### src/apmc_defines.vh
`ifndef APMC_DEFINES_VH
`define APMC_DEFINES_VH

// ==========================================================================
// Register offsets.
// ==========================================================================
`define APMC_ADDR_INACT_THRESH 8'h25
`define APMC_ADDR_INACT_TIME 8'h26
`define APMC_ADDR_RATE_LP 8'h2C
`define APMC_ADDR_POWER_CONTROL 8'h2D

// ==========================================================================
// Field positions.
// ==========================================================================
`define APMC_RATE_CODE_MSB 3
`define APMC_RATE_CODE_LSB 0
`define APMC_LOW_POWER_BIT 4
`define APMC_MEASURE_BIT 3
`define APMC_AUTO_SLEEP_BIT 4
`define APMC_LINK_BIT 5

// ==========================================================================
// Reset values.
// ==========================================================================
`define APMC_RST_INACT_THRESH 8'h00
`define APMC_RST_INACT_TIME 8'h00
`define APMC_RST_RATE_LP 8'h0A
`define APMC_RST_POWER_CONTROL 8'h00
`define APMC_RST_RDATA 8'h00

// ==========================================================================
// Rate codes and power modes.
// ==========================================================================
`define APMC_RATE_CODE_MAX 4'hF
`define APMC_SLEEP_RATE_CODE 4'h6
`define APMC_MODE_STANDBY 2'h0
`define APMC_MODE_MEASURE 2'h1
`define APMC_MODE_SLEEP 2'h2

// ==========================================================================
// Timing.
// ==========================================================================
`define APMC_CLK_HZ 10000000
`define APMC_ODR_MAX_HZ 3200
`define APMC_ODR_BASE_CYCLES (`APMC_CLK_HZ / `APMC_ODR_MAX_HZ)
`define APMC_CNT_W 27

`endif

### src/apmc_regfile.v
`timescale 1ns/1ps
`include "apmc_defines.vh"

module apmc_regfile
(
  clock,
  rst,
  wr_en,
  rd_en,
  addr,
  wdata,
  rdata_q,
  rd_valid_q,
  thresh_q,
  time_q,
  rate_lp_q,
  power_control_q
);
  input wire clock;
  input wire rst;
  input wire wr_en;
  input wire rd_en;
  input wire [7:0] addr;
  input wire [7:0] wdata;
  output reg [7:0] rdata_q;
  output reg rd_valid_q;
  output reg [7:0] thresh_q;
  output reg [7:0] time_q;
  output reg [7:0] rate_lp_q;
  output reg [7:0] power_control_q;

  reg [7:0] rdata_d;

  // ========================================================================
  // Read mux; unmapped addresses read as zero.
  // ========================================================================
  always @*
  begin
    case (addr)
      `APMC_ADDR_INACT_THRESH: rdata_d = thresh_q;
      `APMC_ADDR_INACT_TIME: rdata_d = time_q;
      `APMC_ADDR_RATE_LP: rdata_d = rate_lp_q;
      `APMC_ADDR_POWER_CONTROL: rdata_d = power_control_q;
      default: rdata_d = 8'h00;
    endcase
  end

  // ========================================================================
  // Storage. Writes are taken in every power mode.
  // ========================================================================
  always @(posedge clock or posedge rst)
  begin
    if (rst)
    begin
      thresh_q <= `APMC_RST_INACT_THRESH;
      time_q <= `APMC_RST_INACT_TIME;
      rate_lp_q <= `APMC_RST_RATE_LP;
      power_control_q <= `APMC_RST_POWER_CONTROL;
      rdata_q <= `APMC_RST_RDATA;
      rd_valid_q <= 1'b0;
    end
    else
    begin
      rd_valid_q <= rd_en & ~wr_en;
      // Write cycles return zero so nothing stale leaks onto the bus.
      if (rd_en & ~wr_en)
      begin
        rdata_q <= rdata_d;
      end
      else
      begin
        rdata_q <= `APMC_RST_RDATA;
      end
      if (wr_en)
      begin
        case (addr)
          `APMC_ADDR_INACT_THRESH: thresh_q <= wdata;
          `APMC_ADDR_INACT_TIME: time_q <= wdata;
          `APMC_ADDR_RATE_LP: rate_lp_q <= wdata;
          `APMC_ADDR_POWER_CONTROL: power_control_q <= wdata;
          default: thresh_q <= thresh_q;
        endcase
      end
    end
  end

endmodule

### src/apmc_top.v
// Overview of operation
// RQ1: After power-up reset the device sits in standby, sensing off.
// RQ2: Setting the measure bit of power control enters measurement mode.
// RQ3: Clearing the measure bit returns the device to standby.
// RQ4: All registers are readable and writable while in standby.
// RQ5: Host should configure in standby and set measure last.
// RQ6: Four-bit rate code; 1111 is 3200 Hz, each lower code halves.
// RQ7: Low-power bit of the rate register selects low power mode.
// RQ8: Low power mode halves the internal sampling rate at equal data rate.
// RQ9: Host should use low power only from 12.5 Hz to 400 Hz.
// RQ10: With auto sleep armed the device sleeps during inactivity.
// RQ11: Host writes inactivity threshold and time, then sets sleep and link.
// RQ12: While asleep the device samples at a rate below 8 Hz; code gives 6.25 Hz output but 12.5 Hz internal samples unless low power.
// RQ13: No measurements are made in standby.
// RQ14: Entering standby leaves stored FIFO samples intact.
// RQ15: The serial port is only ever a target, never a bus master.
// RQ16: A chip-select held high selects I2C mode.
// RQ17: In SPI mode the master drives chip-select to frame transfers.
// RQ18: Chip-select is always tied high or actively driven.
// RQ19: The master ignores data returned during writes.
// RQ20: Three states; sleep only from measuring; measure clear forces standby.
`timescale 1ns/1ps
`include "apmc_defines.vh"

module apmc_top
#(
  parameter ODR_BASE_CYCLES = `APMC_ODR_BASE_CYCLES,
  parameter CNT_W = `APMC_CNT_W
)
(
  clock,
  rst,
  cs_n,
  reg_wr_en,
  reg_rd_en,
  reg_addr,
  reg_wdata,
  sample_inactive,
  sample_active,
  reg_rdata_q,
  reg_rd_valid_q,
  i2c_mode_q,
  mode_q,
  sense_enable_q,
  sample_strobe_q,
  odr_strobe_q,
  low_power_q,
  fifo_hold_q,
  inact_threshold_q
);
  input wire clock;
  input wire rst;
  input wire cs_n;
  input wire reg_wr_en;
  input wire reg_rd_en;
  input wire [7:0] reg_addr;
  input wire [7:0] reg_wdata;
  input wire sample_inactive;
  input wire sample_active;
  output wire [7:0] reg_rdata_q;
  output wire reg_rd_valid_q;
  output reg i2c_mode_q;
  output reg [1:0] mode_q;
  output reg sense_enable_q;
  output reg sample_strobe_q;
  output reg odr_strobe_q;
  output reg low_power_q;
  output reg fifo_hold_q;
  output wire [7:0] inact_threshold_q;

  localparam [1:0] ST_STANDBY = `APMC_MODE_STANDBY;
  localparam [1:0] ST_MEASURE = `APMC_MODE_MEASURE;
  localparam [1:0] ST_SLEEP = `APMC_MODE_SLEEP;
  localparam [CNT_W-1:0] BASE_W = ODR_BASE_CYCLES[CNT_W-1:0];
  localparam [CNT_W-1:0] ONE_W = {{(CNT_W-1){1'b0}}, 1'b1};

  wire [7:0] time_w;
  wire [7:0] rate_lp_w;
  wire [7:0] power_control_w;
  wire measure_w;
  wire armed_w;
  wire [3:0] eff_code_w;
  wire [3:0] shift_w;
  wire [CNT_W-1:0] odr_period_w;
  wire [CNT_W-1:0] int_period_w;
  wire tick_w;
  reg [1:0] mode_d;
  reg [CNT_W-1:0] cnt_q;
  reg phase_q;
  reg [7:0] inact_cnt_q;

  // ========================================================================
  // Register file on the target side of the serial port.
  // ========================================================================
  // The port has request inputs only; it never starts a transfer of its
  // own. Write cycles answer with zero data and no valid. (see RQ15)
  apmc_regfile u_regs
  (
    .clock(clock),
    .rst(rst),
    .wr_en(reg_wr_en),
    .rd_en(reg_rd_en),
    .addr(reg_addr),
    .wdata(reg_wdata),
    .rdata_q(reg_rdata_q),
    .rd_valid_q(reg_rd_valid_q),
    .thresh_q(inact_threshold_q),
    .time_q(time_w),
    .rate_lp_q(rate_lp_w),
    .power_control_q(power_control_w)
  ); // see RQ4

  assign measure_w = power_control_w[`APMC_MEASURE_BIT];
  assign armed_w = power_control_w[`APMC_AUTO_SLEEP_BIT] &
    power_control_w[`APMC_LINK_BIT];

  // ========================================================================
  // Interface mode from the chip-select level.
  // ========================================================================
  always @(posedge clock or posedge rst)
  begin
    if (rst)
    begin
      i2c_mode_q <= 1'b1;
    end
    else
    begin
      i2c_mode_q <= cs_n; // see RQ16
    end
  end

  // ========================================================================
  // Power-mode state machine.
  // ========================================================================
  always @*
  begin
    mode_d = mode_q;
    case (mode_q)
      ST_STANDBY:
      begin
        if (measure_w)
        begin
          mode_d = ST_MEASURE; // see RQ2
        end
      end
      ST_MEASURE:
      begin
        if (armed_w && (time_w != 8'h00) && (inact_cnt_q >= time_w))
        begin
          mode_d = ST_SLEEP; // see RQ10
        end
      end
      ST_SLEEP:
      begin
        if (!armed_w || (odr_strobe_q && sample_active))
        begin
          mode_d = ST_MEASURE;
        end
      end
      default:
      begin
        mode_d = ST_STANDBY;
      end
    endcase
    if (!measure_w)
    begin
      mode_d = ST_STANDBY; // see RQ3, RQ20
    end
  end

  always @(posedge clock or posedge rst)
  begin
    if (rst)
    begin
      mode_q <= ST_STANDBY; // see RQ1
      sense_enable_q <= 1'b0;
      fifo_hold_q <= 1'b1;
      low_power_q <= 1'b0;
    end
    else
    begin
      mode_q <= mode_d;
      sense_enable_q <= (mode_d != ST_STANDBY); // see RQ13
      // Standby only freezes the FIFO; it never clears it. (see RQ14)
      fifo_hold_q <= (mode_d == ST_STANDBY);
      low_power_q <= rate_lp_w[`APMC_LOW_POWER_BIT]; // see RQ7
    end
  end

  // ========================================================================
  // Sampling timebase.
  // ========================================================================
  // Asleep, a fixed sub-8 Hz code overrides the programmed one.
  assign eff_code_w = (mode_q == ST_SLEEP) ? `APMC_SLEEP_RATE_CODE :
    rate_lp_w[`APMC_RATE_CODE_MSB:`APMC_RATE_CODE_LSB]; // see RQ12
  assign shift_w = `APMC_RATE_CODE_MAX - eff_code_w;
  assign odr_period_w = BASE_W << shift_w; // see RQ6
  // Normal mode samples twice per output sample, low power once.
  assign int_period_w = low_power_q ? odr_period_w :
    {1'b0, odr_period_w[CNT_W-1:1]}; // see RQ8
  // Greater-or-equal keeps the counter sane when the period shrinks.
  assign tick_w = (cnt_q >= (int_period_w - ONE_W));

  always @(posedge clock or posedge rst)
  begin
    if (rst)
    begin
      cnt_q <= {CNT_W{1'b0}};
      phase_q <= 1'b0;
      sample_strobe_q <= 1'b0;
      odr_strobe_q <= 1'b0;
    end
    else if (mode_q == ST_STANDBY)
    begin
      cnt_q <= {CNT_W{1'b0}};
      phase_q <= 1'b0;
      sample_strobe_q <= 1'b0; // see RQ13
      odr_strobe_q <= 1'b0;
    end
    else if (tick_w)
    begin
      cnt_q <= {CNT_W{1'b0}};
      phase_q <= low_power_q ? 1'b0 : ~phase_q;
      sample_strobe_q <= 1'b1;
      odr_strobe_q <= low_power_q | phase_q;
    end
    else
    begin
      cnt_q <= cnt_q + ONE_W;
      sample_strobe_q <= 1'b0;
      odr_strobe_q <= 1'b0;
    end
  end

  // ========================================================================
  // Inactivity counter, in output samples.
  // ========================================================================
  always @(posedge clock or posedge rst)
  begin
    if (rst)
    begin
      inact_cnt_q <= 8'h00;
    end
    else if (mode_q != ST_MEASURE)
    begin
      inact_cnt_q <= 8'h00;
    end
    else if (odr_strobe_q)
    begin
      if (!sample_inactive)
      begin
        inact_cnt_q <= 8'h00;
      end
      else if (inact_cnt_q != 8'hFF)
      begin
        inact_cnt_q <= inact_cnt_q + 8'h01; // see RQ10
      end
    end
  end

endmodule

### config.mk
export PLATFORM = sky130hd
export DESIGN_NAME = apmc_top
export DESIGN_NICKNAME = d
export VERILOG_FILES = /design/src/apmc_regfile.v /design/src/apmc_top.v
export VERILOG_INCLUDE_DIRS = /design/src
export SDC_FILE = /design/constraint.sdc
export NUM_CORES = 1
export LEC_CHECK = 0
export BUFFER_PORTS_ARGS = -buffer_cell sky130_fd_sc_hd__buf_2
export CORE_AREA = 2 2 152 110
export DETAILED_ROUTE_END_ITERATION = 16
export DIE_AREA = 0 0 154 112
export PLACE_DENSITY = 0.66
export SYNTH_ARGS = -nofsm -noshare
export SYNTH_HDL_FRONTEND = slang
export SYNTH_SLANG_ARGS = --single-unit
### constraint.sdc
create_clock -name clock -period 8.85 [get_ports clock]
set_input_delay 1.3275 -clock clock [delete_from_list [all_inputs] [get_ports clock]]
set_output_delay 1.3275 -clock clock [all_outputs]
set_load 0.02 [all_outputs]
Word-level counts from Yosys, hierarchy flattened
Cells that the tools add are included.
{ "word_totals": {"register_bits": 85, "in_bits": 23, "out_inout_bits": 25, "elab_cells": 74} }
{ "op_classes": {"n_addsub": 4, "magnitude_cmp": 2, "eq_ne": 9, "shift": 1, "mux": 21, "bitwise": 5, "reduce_logical": 16} }
{ "ops": {"columns": ["operator", "n"], "rows": [
  ["$mux 27", 3],
  ["$mux 8", 5],
  ["$eq 8x6->1 const B", 4],
  ["$pmux 8 s4", 1],
  ["$add 27x1->27 const B", 1],
  ["$ge 27x27->1", 1],
  ["$shl 12x4->27 const A", 1],
  ["$sub 27x1->27 const B", 1],
  ["$reduce_and 2->1", 5],
  ["$add 8x1->8 const B", 1],
  ["$ge 8x8->1", 1],
  ["$ne 8x8->1 const B", 1],
  ["$reduce_bool 8->1", 1],
  ["$mux 1", 7],
  ["$mux 2", 3],
  ["$pmux 2 s3", 1],
  ["$reduce_bool 2->1", 3],
  ["$logic_not 2->1", 2],
  ["$mux 4", 1],
  ["$sub 4x4->4 const A", 1],
  ["$logic_and 1x1->1", 3],
  ["$ne 3x1->1 const B", 1],
  ["$and 1x1->1", 2],
  ["$eq 2x1->1 const B", 1],
  ["other kinds (6)", 7]
]} }

Logic depth before layout (Yosys ltp)
Gate-level depths: netlist of run 1.
{ "logic_depth": {"word_depth": 9, "depth_mapped": 25, "depth_no_buf": 20} }

Modules after synthesis
A second synthesis of run 1 with hierarchy kept.
{ "unflattened": {"cells_unflattened": 690, "area_unflattened_um2": 6296.0} }
{ "modules_own_cells": {"columns": ["module", "instances", "cells_each", "area_per_inst_um2", "seq_area_each_um2"], "rows": [
  ["apmc_top", 1, 545, 4369.2, 1103.6],
  ["apmc_regfile", 1, 145, 1926.8, 1028.5]
]} }

Worst setup path before layout of run 1
OpenSTA, ideal clock, no wires.
{ "synth_path": {"path_kind": "flip-flop to flip-flop", "from": "register mode_q[0]", "to": "register cnt_q[10]", "setup_time_ns": 0.072, "arrival_ns": 4.809, "t_required_ns": 8.778, "setup_slack_ns": 3.968, "stages_incl_launch_ff": 25, "n_path_buf": 5, "period_less_slack_ns": 4.882, "cell_sequence": "dfrtp_1 -> nand2b_1 -> buf_6 -> buf_12 -> buf_6 -> nand2b_1 -> ha_1 -> nand2b_1 -> a21o_1 -> ha_1 -> a21boi_0 -> a31oi_2 -> a2111oi_4 -> mux2i_1 -> o211ai_1 -> ha_1 -> a21o_1 -> a21o_1 -> a21oi_1 -> o21ai_0 -> a31o_2 -> a211o_1 -> clkbuf_1 -> clkbuf_1 -> nor2_1"} }
{ "synth_between": {"elab_chain_cells": 9, "elab_cells_between_ends": 10, "classes_between": "2 x add/sub; 1 x order compare; 1 x eq/ne; 1 x shift; 4 x mux; 1 x reduce/logical"} }
{ "synth_lines": {"columns": ["item", "line", "source"], "rows": [
  ["start, declared", "apmc_top.v:63", "output reg [1:0] mode_q;"],
  ["start signal, assigned", "apmc_top.v:182", "mode_q <= mode_d;"],
  ["$eq 2x2->1", "apmc_top.v:194", "assign eff_code_w = (mode_q == ST_SLEEP) ? `APMC_SLEEP_RATE_CODE :"],
  ["$mux 4", "apmc_top.v:194", null],
  ["$sub 4x4->4 (no source line)", null, null],
  ["$shl 12x4->27", "apmc_top.v:197", "assign odr_period_w = BASE_W << shift_w;"],
  ["$mux 27", "apmc_top.v:199", "assign int_period_w = low_power_q ? odr_period_w :"],
  ["$sub 27x1->27", "apmc_top.v:202", "assign tick_w = (cnt_q >= (int_period_w - ONE_W));"],
  ["$ge 27x27->1", "apmc_top.v:202", null],
  ["$mux 27", "apmc_top.v:220", "else if (tick_w)"],
  ["$mux 27 *", "apmc_top.v:213", "else if (mode_q == ST_STANDBY)"],
  ["end signal, assigned", "apmc_top.v:208", "cnt_q <= {CNT_W{1'b0}};"],
  ["end signal, assigned", "apmc_top.v:215", "cnt_q <= {CNT_W{1'b0}};"],
  ["end signal, assigned", "apmc_top.v:222", "cnt_q <= {CNT_W{1'b0}};"],
  ["end, declared", "apmc_top.v:88", "reg [CNT_W-1:0] cnt_q;"]
]} }
Mark *: on every way between the ends. The rest lies on a longest branch, timed or not.
A chain may end at the register's enable or synchronous reset.

Worst setup path in the final report of run 1
{ "layout_path": {"from": "register mode_q[0]", "to": "register cnt_q[15]"} }
The elaborated chain is that of the path after synthesis.

==> impl_results.md, run 1 <==
* Run status: finished clean
* Final Cycle Share at 61.09%
* Critical path class: flip-flop to flip-flop
* Max Fclk at ~180 MHz
* CTS tree: built
* Ratio of cells with drive above 1 in the final layout at between 10% and 20%
* Die area at approximately 0.017 mm²
* Post-CTS setup buffers at 0
* WP data arrival at around 5.6 ns
* WL/cell at 17.10 µm
* Yosys reg bits at 85
* Vias in the first global route at 4762
* 1st-pass router iterations at 6
* Non-Filler Instances at between 900 and 1000
* Worst-Margin Slew at slightly above 1 ns
* DR DRC count at 0
* GRT Total Usage at between 10% and 20%
* Placed Cells at roughly 900
* Clock Path Buffers at 2
* Die Y at 112 µm
* CP max-delay cell: a211o_1
* RSZ-0062 raised after global routing: no
* Largest net degree at the start of global routing at between 60 and 70
* Site Rows at 39
* Max transition margin at 32.14%
* Clock skew at 0.01116 ns
* Die span in x at ~150 µm
* Worst hold margin at between 0.4 and 0.5 ns
* Syn Std Cell Area at roughly 0.0062 mm²
* Post-synth top flop: dfrtp_1
* Post-DP HPWL at 11540 µm
* Ant. Diodes at 0
* Fin crit period at 5.407 ns
* Num CTS Buffers at 9
* Syn Area/Cell at 9.329 µm²
* H-tree levels at 3
* Crit path max fanout at 26
* Clock latency on the worst-skew pair at about 0.36 ns
* Sequential cell area fraction in the yosys report at around 34%
* Final Setup Violations at 0
* DRT antenna net count at 0
* Power density over the cells at approximately 140 mW/mm²
* WL final at approximately 16000 µm
* Initial antenna violation count at 0
* Worst path required time at between 9 and 10 ns
* Clock slew at reported path FFs at 0.07 ns
* DR iter-0 viols at roughly 570
* Via count at 5192
* Worst vdd ir at ~0.10 mV
* Setup TNS at 0 ns
* Clk sinks at 85
* Vias per cell at between 5 and 6
* CP Capture Type: flip-flop
* Post-layout util at 43.38%
* Setup WS pre-CTS at 3.484 ns
* Overflow after GRT at 0
* Hold-fix buffer count after cts at 0
* Max cap viols at 0
* Synth Warn # at 0
* Post-CTS sizing at 0
* Final worst setup slack at roughly 3.4 ns
* Root buffer cell: clkbuf_16
* Leak Pwr at roughly 0.0031 µW
* NumNets Final at 771
* Core box area at ~0.016 mm²
* Total I/O pin count at 48
* Hold Crit Class: flip-flop to flip-flop
* CP Cell Sequence: nand2b_1, buf_4, nand2b_1, ha_1, nand2b_1, a21o_1, ha_1, a21boi_0, a31oi_2, a211oi_1, xnor2_1, mux2i_1, ha_1, and4_1, nand2_1, o221ai_1, a221oi_1, o21ai_0, a211o_1, nor2_1
* Gpl congestion at roughly 0.96
* Most frequent cells in the layout: dfrtp_1, nor2_1, nand2_1
* Commonest non-fill, non-tap cell in the layout: dfrtp_1
* EDFF count, synth at 0
* Number of buffers added on ports at 47
* Starting density of the core at just under 40%
* Asr flop ratio synth at 100.0%
* Worst setup SP type: flip-flop
* Final Hold Vio Count at 0
* Post-synthesis to final-layout area growth at 11.07%
* Cell count after synthesis at 664
* Worst stage delay on the critical path at roughly 0.7 ns
* Pins over their slew limit at 0
* First-pass GRT wire length at approximately 26000 µm
* Post-Syn Nets at around 730
* Post-synth cell types at 84
==> power by group <==
group	internal, µW	leakage [µW]	switching, µW
sequential	398	0.00116	9.93
clock	203	0.000151	190
combinational	71.2	0.00181	111
total	671	0.00313	311
==> state kept, by name, indices dropped and copies added (netlist names), 2 cells and up <==
| register | count |
|---|---|
| u_regs.rdata_q | 8 |
| u_regs.power_control_q | 8 |
| inact_cnt_q | 8 |
| u_regs.thresh_q | 8 |
| u_regs.time_q | 8 |
| u_regs.rate_lp_q | 8 |
| cnt_q | 27 |
| mode_q | 2 |
==> metrics by stage <==
step / cell area (µm²) / total power (µW)
floorplan: 6195 / 547.2
global placement: 6569 / 593.3
detailed placement: 6569 / 594.8
CTS: 6880 / 990.4
global route: 6880 / 1029
finish: 6880 / 982.2
==> layer usage <==
metal,part of all wire [%],global-route usage (%)
met5,0,0
met4,0.88,3.801
met3,7.3,4.944
met2,41,24.78
met1,51,29.92
==> logic make-up after synthesis <==
| kind of cell | after synthesis | share of synthesized area (%) |
|---|---|---|
| muxes | 45 | 7.938 |
| AOI/OAI and AO/OA | 161 | 18.83 |
| xor gates and xnor gates | 45 | 6.362 |
| and+or+nand+nor | 224 | 18.44 |
| adders and majority gates | 47 | 9.493 |
| DFF | 85 | 34.42 |
| buffers and inverters | 57 | 4.524 |
==> cells in the mapped netlist (4+ instances only) <==
cell type | n | share of area [%]
nand3_1 | 16 | 1.3
nor2_1 | 70 | 4.2
nand4_1 | 19 | 1.9
a31oi_1 | 8 | 0.81
nor3_1 | 10 | 0.81
nor2b_1 | 4 | 0.40
ha_1 | 47 | 9.5
xnor2_1 | 16 | 2.3
mux2i_1 | 12 | 1.9
nand2_1 | 55 | 3.3
and2_1 | 6 | 0.61
a211o_1 | 4 | 0.57
nand2b_1 | 7 | 0.71
and3_1 | 11 | 1.1
buf_2 | 8 | 0.65
dfstp_2 | 4 | 1.7
dfrtp_1 | 81 | 33
a222oi_1 | 8 | 1.3
a21o_1 | 16 | 1.9
xor2_1 | 29 | 4.1
a21oi_1 | 43 | 3.5
o21bai_1 | 4 | 0.48
clkbuf_1 | 7 | 0.42
buf_6 | 4 | 0.73
o21ai_0 | 20 | 1.6
buf_1 | 5 | 0.30
a211oi_1 | 4 | 0.48
mux2_2 | 33 | 6.0
o211ai_1 | 4 | 0.48
inv_1 | 29 | 1.8
==> critical path: cells and delay by family (launching register included) <==
family	cells	cell delay, ns
AOI/OAI and AO/OA	8	2.42
xor gates and xnor gates	1	0.17
adders and majority gates	3	0.87
buffers and inverters	1	0.30
DFF	1	0.46
muxes	1	0.09
and+or+nand+nor	6	0.92
==> area by class of cell <==
class | count | area [µm²]
fillers | 1543 | 8979
multi-input cells | 522 | 3782
flip-flops and latches | 85 | 2133
repair buffers | 53 | 280.3
well taps | 205 | 256.5
clock buffers | 9 | 225.2
inverters | 30 | 116.4
clock inverters | 7 | 86.33
==> path summary, 6_finish.rpt <==
check / startpoint / slack (ns) / end / depth (start not counted)
max: mode_q[0] / 3.44 / cnt_q[15] / 20
min: u_regs.rate_lp_q[4] / 0.41 / low_power_q / 0
max reg2reg: mode_q[0] / 3.44 / cnt_q[15] / 20
min reg2reg: u_regs.rate_lp_q[4] / 0.41 / low_power_q / 0
max in group asynchronous: rst / 6.78 / low_power_q / 3
min in group asynchronous: rst / 0.97 / sample_strobe_q / 2
Note: power is estimated with default switching activity, not from simulation.
==> run 2: changes to the inputs <==
==> constraint.sdc (replaced) <==
create_clock -name clock -period 5.52 [get_ports clock]
set_input_delay 0.828 -clock clock [delete_from_list [all_inputs] [get_ports clock]]
set_output_delay 0.828 -clock clock [all_outputs]
set_load 0.02 [all_outputs]
==> run 2 against run 1 <==
Effect of this change: via count is essentially flat; sequential power up 60%; cell count grew 0.66%; register-to-register slack worse by 3.0 ns; critical path depth fell by 1; clock power up 58%; utilization rose by 0.29 points; largest cell class unchanged.
==> impl_results.md, run 2 (synthesis gave the netlist of run 1 again) <==
* Power density over the cells at between 200 and 250 mW/mm²
* Post-synthesis to final-layout area growth at 11.82%
* Number of buffers added on ports at 47
* Ratio of cells with drive above 1 in the final layout at 20.08%
* PnR Total Power at 1565 µW
* Setup TNS at 0 ns
* Post-DP HPWL at around 12000 µm
* Clk sinks at 85
* H-tree levels at 3
* DR iter-0 viols at roughly 500
* Worst vdd ir at between 0.15 and 0.2 mV
* Max transition margin at about 31%
* Root buffer cell: clkbuf_16
* Leak Pwr at roughly 0.0032 µW
* Gpl congestion at 0.9513
* 1st-pass router iterations at 6
* Initial antenna violation count at 0
* First-pass GRT wire length at 25390 µm
* Worst-Margin Slew at a little over 1 ns
* Final worst setup slack at 0.4828 ns
* Reg-to-reg startpoint: mode_q[0]
* Crit. Startpoint: mode_q[0]
* Ant. Diodes at 0
* Clock skew at between 0.009 and 0.01 ns
* Final Setup Violations at 0
* DR DRC count at 0
* CTS tree: built
* Run status: finished clean
* Worst setup SP type: flip-flop
* Crit path max fanout at 26
* Most frequent cells in the layout: dfrtp_1, nor2_1, nand2_1
* Fill count at between 1500 and 2000
* Clock latency on the worst-skew pair at around 0.36 ns
* WL final at 15450 µm
* CP Cell Sequence: nand2b_1, nand2b_1, ha_1, nand2b_1, a21o_1, ha_1, a21boi_0, a31oi_2, a2111oi_4, mux2i_1, o211ai_1, ha_1, a21o_1, a21o_1, a21oi_1, o21ai_0, a31o_2, a211o_2, nor2_1
* Most flop-heavy register: cnt_q
* NumNets Final at roughly 800
* Vias in the first global route at 4681
* RSZ-0062 raised after global routing: no
* Critical path class: flip-flop to flip-flop
* Largest net degree at the start of global routing at 54
* CP Capture Type: flip-flop
* Worst stage delay on the critical path at approximately 0.54 ns
* Clock slew at reported path FFs at approximately 0.070 ns
* Pins over their slew limit at 0
* WP buf/inv at 0
* Hold-fix buffer count after cts at 0
* Max Fclk at about 200 MHz
* Core box area at about 0.016 mm²
* Final Hold Vio Count at 0
* Worst path required time at 5.80 ns
* CP max-delay cell: a211o_2
* Starting density of the core at between 30% and 40%
* Num CTS Buffers at 9
* Vias per cell at between 5 and 6
* Max cap viols at 0
* Site Rows at 39
* Die span in x at 154 µm
* Overflow after GRT at 0
* Total I/O pin count at 48
* WP data arrival at 5.32 ns
* Clock Path Buffers at 2
* Hold Crit Class: flip-flop to flip-flop
* WL/cell at approximately 17 µm
* Die Y at 112 µm
* Final Cycle Share at approximately 91%
* Max FFs per register at 27
* Die area at approximately 0.017 mm²
* GRT Total Usage at a little under a fifth
* Via count at ~5200
* Post-CTS setup buffers at 0
* CP delay by family, top: compound AO/OA/AOI/OAI gates
* DRT antenna net count at 0
* Commonest non-fill, non-tap cell in the layout: dfrtp_1
* Fin crit period at 5.037 ns
* Setup WS pre-CTS at 0.4003 ns
* Hold Startpoint: u_regs.rate_lp_q[4]
## run 2: cell count changes in the layout (fill, tap and decap cells not counted)
cell	before	now
buf_4	6	12
a211o_2	0	1
a211o_1	4	3
## run 2: per-layer routing
metal / GRT usage (%) / up-vias / wire length [µm]
met1: 29.39 / 2495 / 7894
met4: 4.673 / 0 / 164
met2: 24.78 / 171 / 6328
met5: 0 / - / 0
li1: - / 2520 / -
met3: 3.737 / 11 / 1064
## run 2: worst paths after layout
check                                         end  slack (ns)  cells after the start
worst max-delay path                     cnt_q[3]        0.48                     19
worst min-delay path                  low_power_q        0.42                      0
worst max register to register           cnt_q[3]        0.48                     19
worst min register to register        low_power_q        0.42                      0
max in group asynchronous             fifo_hold_q        3.93                      3
min in group asynchronous       u_regs.rdata_q[1]        0.59                      2
## run 2: power by group
group | leakage, µW | switching, µW | internal, µW | total, µW
logic | 0.00184 | 177 | 116 | 294
registers | 0.00116 | 14.2 | 637 | 652
clock network | 0.000151 | 295 | 325 | 620
## run 2: layout make-up
class	instances	area, µm²	share of cell area (%)
multi-input combinational	522	3784	54.62
sequential	85	2133	30.80
timing repair buffer	59	325.3	4.697
tap	205	256.5	3.703
clock buffer	9	225.2	3.251
inverter	30	116.4	1.680
clock inverter	7	86.33	1.246
## run 2: timing repair
item,4_1_cts,5_1_grt
setup endpoints to repair,0,26
resized for setup,0,1
hold endpoints to repair,0,0
## run 2: through the flow
step           instances  utilization [%]  hold slack (ns)  area [µm²]
3_3_place_gp         901            41.70           0.3986        6614
5_1_grt              917            43.68           0.4528        6927
2_1_floorplan        664                -           0.3689        6195
4_1_cts              917            43.67           0.4175        6925
3_5_place_dp         901            41.70           0.3985        6614
6_report             917            43.68           0.4180        6927
==> run 3: changes to the inputs <==
--- a/config.mk
+++ b/config.mk
@@ -7,10 +7,11 @@
 export NUM_CORES = 1
 export LEC_CHECK = 0
 export BUFFER_PORTS_ARGS = -buffer_cell sky130_fd_sc_hd__buf_2
+export CAP_MARGIN = 20
 export CORE_AREA = 2 2 152 110
 export DETAILED_ROUTE_END_ITERATION = 16
 export DIE_AREA = 0 0 154 112
-export PLACE_DENSITY = 0.66
+export PLACE_DENSITY = 0.55
 export SYNTH_ARGS = -nofsm -noshare
 export SYNTH_HDL_FRONTEND = slang
 export SYNTH_SLANG_ARGS = --single-unit
==> run 3 against run 2 <==
Effect of this change: combinational power is 2% higher; routed wire length is 6.5% higher; worst hold slack got worse by 0.0080 ns; clock power grew 12%; non-clock buffer count stayed put.
==> impl_results.md, run 3 (synthesis gave the netlist of run 1 again) <==
* Run status: finished clean
* Most flop-heavy register: cnt_q
* Clock skew at about 0.0080 ns
* Final Cell Area at about 0.0070 mm²
* Leak Pwr at ~0.0032 µW
* H-tree levels at 3
* Clk sinks at between 80 and 90
* Total I/O pin count at 48
* Vias in the first global route at 5065
* Hold-fix buffer count after cts at 0
* Setup TNS at 0 ns
* NumNets Final at approximately 780
* Worst path required time at 5.80 ns
* Clock latency on the worst-skew pair at approximately 0.36 ns
* Combinational Power Share at between 10% and 20%
* Post-DP HPWL at 12430 µm
* Internal power at between 1000 and 1500 µW
* Clock power share at between 40% and 50%
* Die area at 0.01725 mm²
* Via count at between 5000 and 6000
* Post-CTS setup buffers at 0
* Met2 Usage GRT at 27.38%
* Pins over their slew limit at 0
* Ant. Diodes at 0
* Site Rows at 39
* Max transition margin at about 28%
* Max Fclk at between 150 and 200 MHz
* RSZ-0062 raised after global routing: no
* Final Cycle Share at 91.56%
* Switching share of total power at roughly 30%
* Fin crit period at around 5 ns
* Final Hold Vio Count at 0
* Die span in x at ~150 µm
* Clock slew at reported path FFs at roughly 0.070 ns
* Overflow after GRT at 0
* CP Capture Point: cnt_q[26]
* Seq pwr share at 39.6%
* Power density over the cells at 235.5 mW/mm²
* GR Util met3 at roughly 5.2%
* P_sw at approximately 480 µW
* Initial antenna violation count at 0
* Starting density of the core at 39.06%
* Placed inst area at 0.006605 mm²
* FF-to-FF End: cnt_q[26]
* WL/cell at 17.95 µm
* Commonest non-fill, non-tap cell in the layout: dfrtp_1
* CTS tree: built
* DR DRC count at 0
* Die Y at 112 µm
* Gr busiest metal: met1
* Crit path max fanout at 26
* DR iter-0 viols at 468
* Max cap viols at 0
* Clock Path Buffers at 2
* Max FFs per register at 27
* Ratio of cells with drive above 1 in the final layout at ~20%
* Reg-to-reg startpoint: mode_q[0]
* Number of buffers added on ports at 47
* R2R Setup Slk at approximately 0.47 ns
* Post-CTS sizing at 0
* Worst-Margin Slew at 1.073 ns
* WP data arrival at around 5.3 ns
* Critical path class: flip-flop to flip-flop
* WL final at around 16000 µm
* Vias per cell at about 5.7
* Worst vdd ir at between 0.15 and 0.2 mV
* CP Capture Type: flip-flop
* DRT antenna net count at 0
* Worst R2R Path Depth at 17
* First-pass GRT wire length at approximately 27000 µm
* Post-synthesis to final-layout area growth at 12.64%
* Root buffer cell: clkbuf_16
* Largest net degree at the start of global routing at 86
* Final Setup Violations at 0
* Worst setup SP type: flip-flop
* Gpl congestion at 0.9051
* Num CTS Buffers at 9
* Hold Crit Class: flip-flop to flip-flop
* Crit. Startpoint: mode_q[0]
* Most frequent cells in the layout: dfrtp_1, nor2_1, nand2_1
* 1st-pass router iterations at 5
* Worst hold stages at 0
* GRT Total Usage at just under 20%
* Core box area at roughly 0.016 mm²
* GR Layer Usage met1 at about 30%
## run 3: worst min path at each step
stage	start	to	slack [ns]
finish	u_regs.rate_lp_q[4]	low_power_q	0.41
global route	u_regs.rate_lp_q[4]	low_power_q	0.42
CTS	u_regs.rate_lp_q[4]	low_power_q	0.40
detailed placement	u_regs.rate_lp_q[4]	low_power_q	0.39
global placement	u_regs.rate_lp_q[4]	low_power_q	0.39
floorplan	u_regs.rate_lp_q[4]	low_power_q	0.37
## run 3: power groups by stage
stage	combinational [µW]	clock, µW	sequential [µW]
6_report	300	693	650
5_1_grt	332	739	652
4_1_cts	295	714	650
3_5_place_dp	293	0	662
3_3_place_gp	291	0	661
2_1_floorplan	213	0	664
## run 3: worst max-delay path, cell delays in order, from the launching register on
cell       delay (ns)
dfrtp_1          0.48
nand2b_2         0.31
nand2b_1         0.18
ha_1             0.51
nor2_1           0.13
o311ai_0         0.46
o211ai_1         0.29
a2111oi_4        0.48
mux2i_1          0.24
o211ai_1         0.11
ha_1             0.30
a21o_1           0.16
a21o_1           0.18
a21oi_1          0.13
o21ai_0          0.08
a31o_2           0.24
a211o_2          0.53
nor2_1           0.17
## run 3: routing by layer
layer | routed length (µm) | share of wire (%)
met5 | 0 | 0
met4 | 204 | 1.2
met3 | 1084 | 6.6
met2 | 6767 | 41
met1 | 8402 | 51
## run 3: per-stage QoR
step / std cells / hold slack, ns / util (%) / setup slack [ns] / total power, µW
finish: 917 / 0.4100 / 44.00 / 0.4658 / 1644
global route: 917 / 0.4164 / 44.00 / 0.04163 / 1723
CTS: 916 / 0.4040 / 43.80 / 0.09399 / 1659
detailed placement: 900 / 0.3886 / 41.65 / 0.1338 / 955.0
global placement: 900 / 0.3935 / 41.65 / 0.2761 / 952.8
floorplan: 664 / 0.3689 / - / 0.6382 / 877.3
## run 3: final cells by class
type / count / area [µm²]
clock buffer: 9 / 225.2
timing repair buffer: 59 / 345.3
sequential: 85 / 2132
inverter: 30 / 116.4
multi-input combinational: 522 / 3786
clock inverter: 7 / 116.4
tap: 205 / 256.5
fill: 1496 / 8881
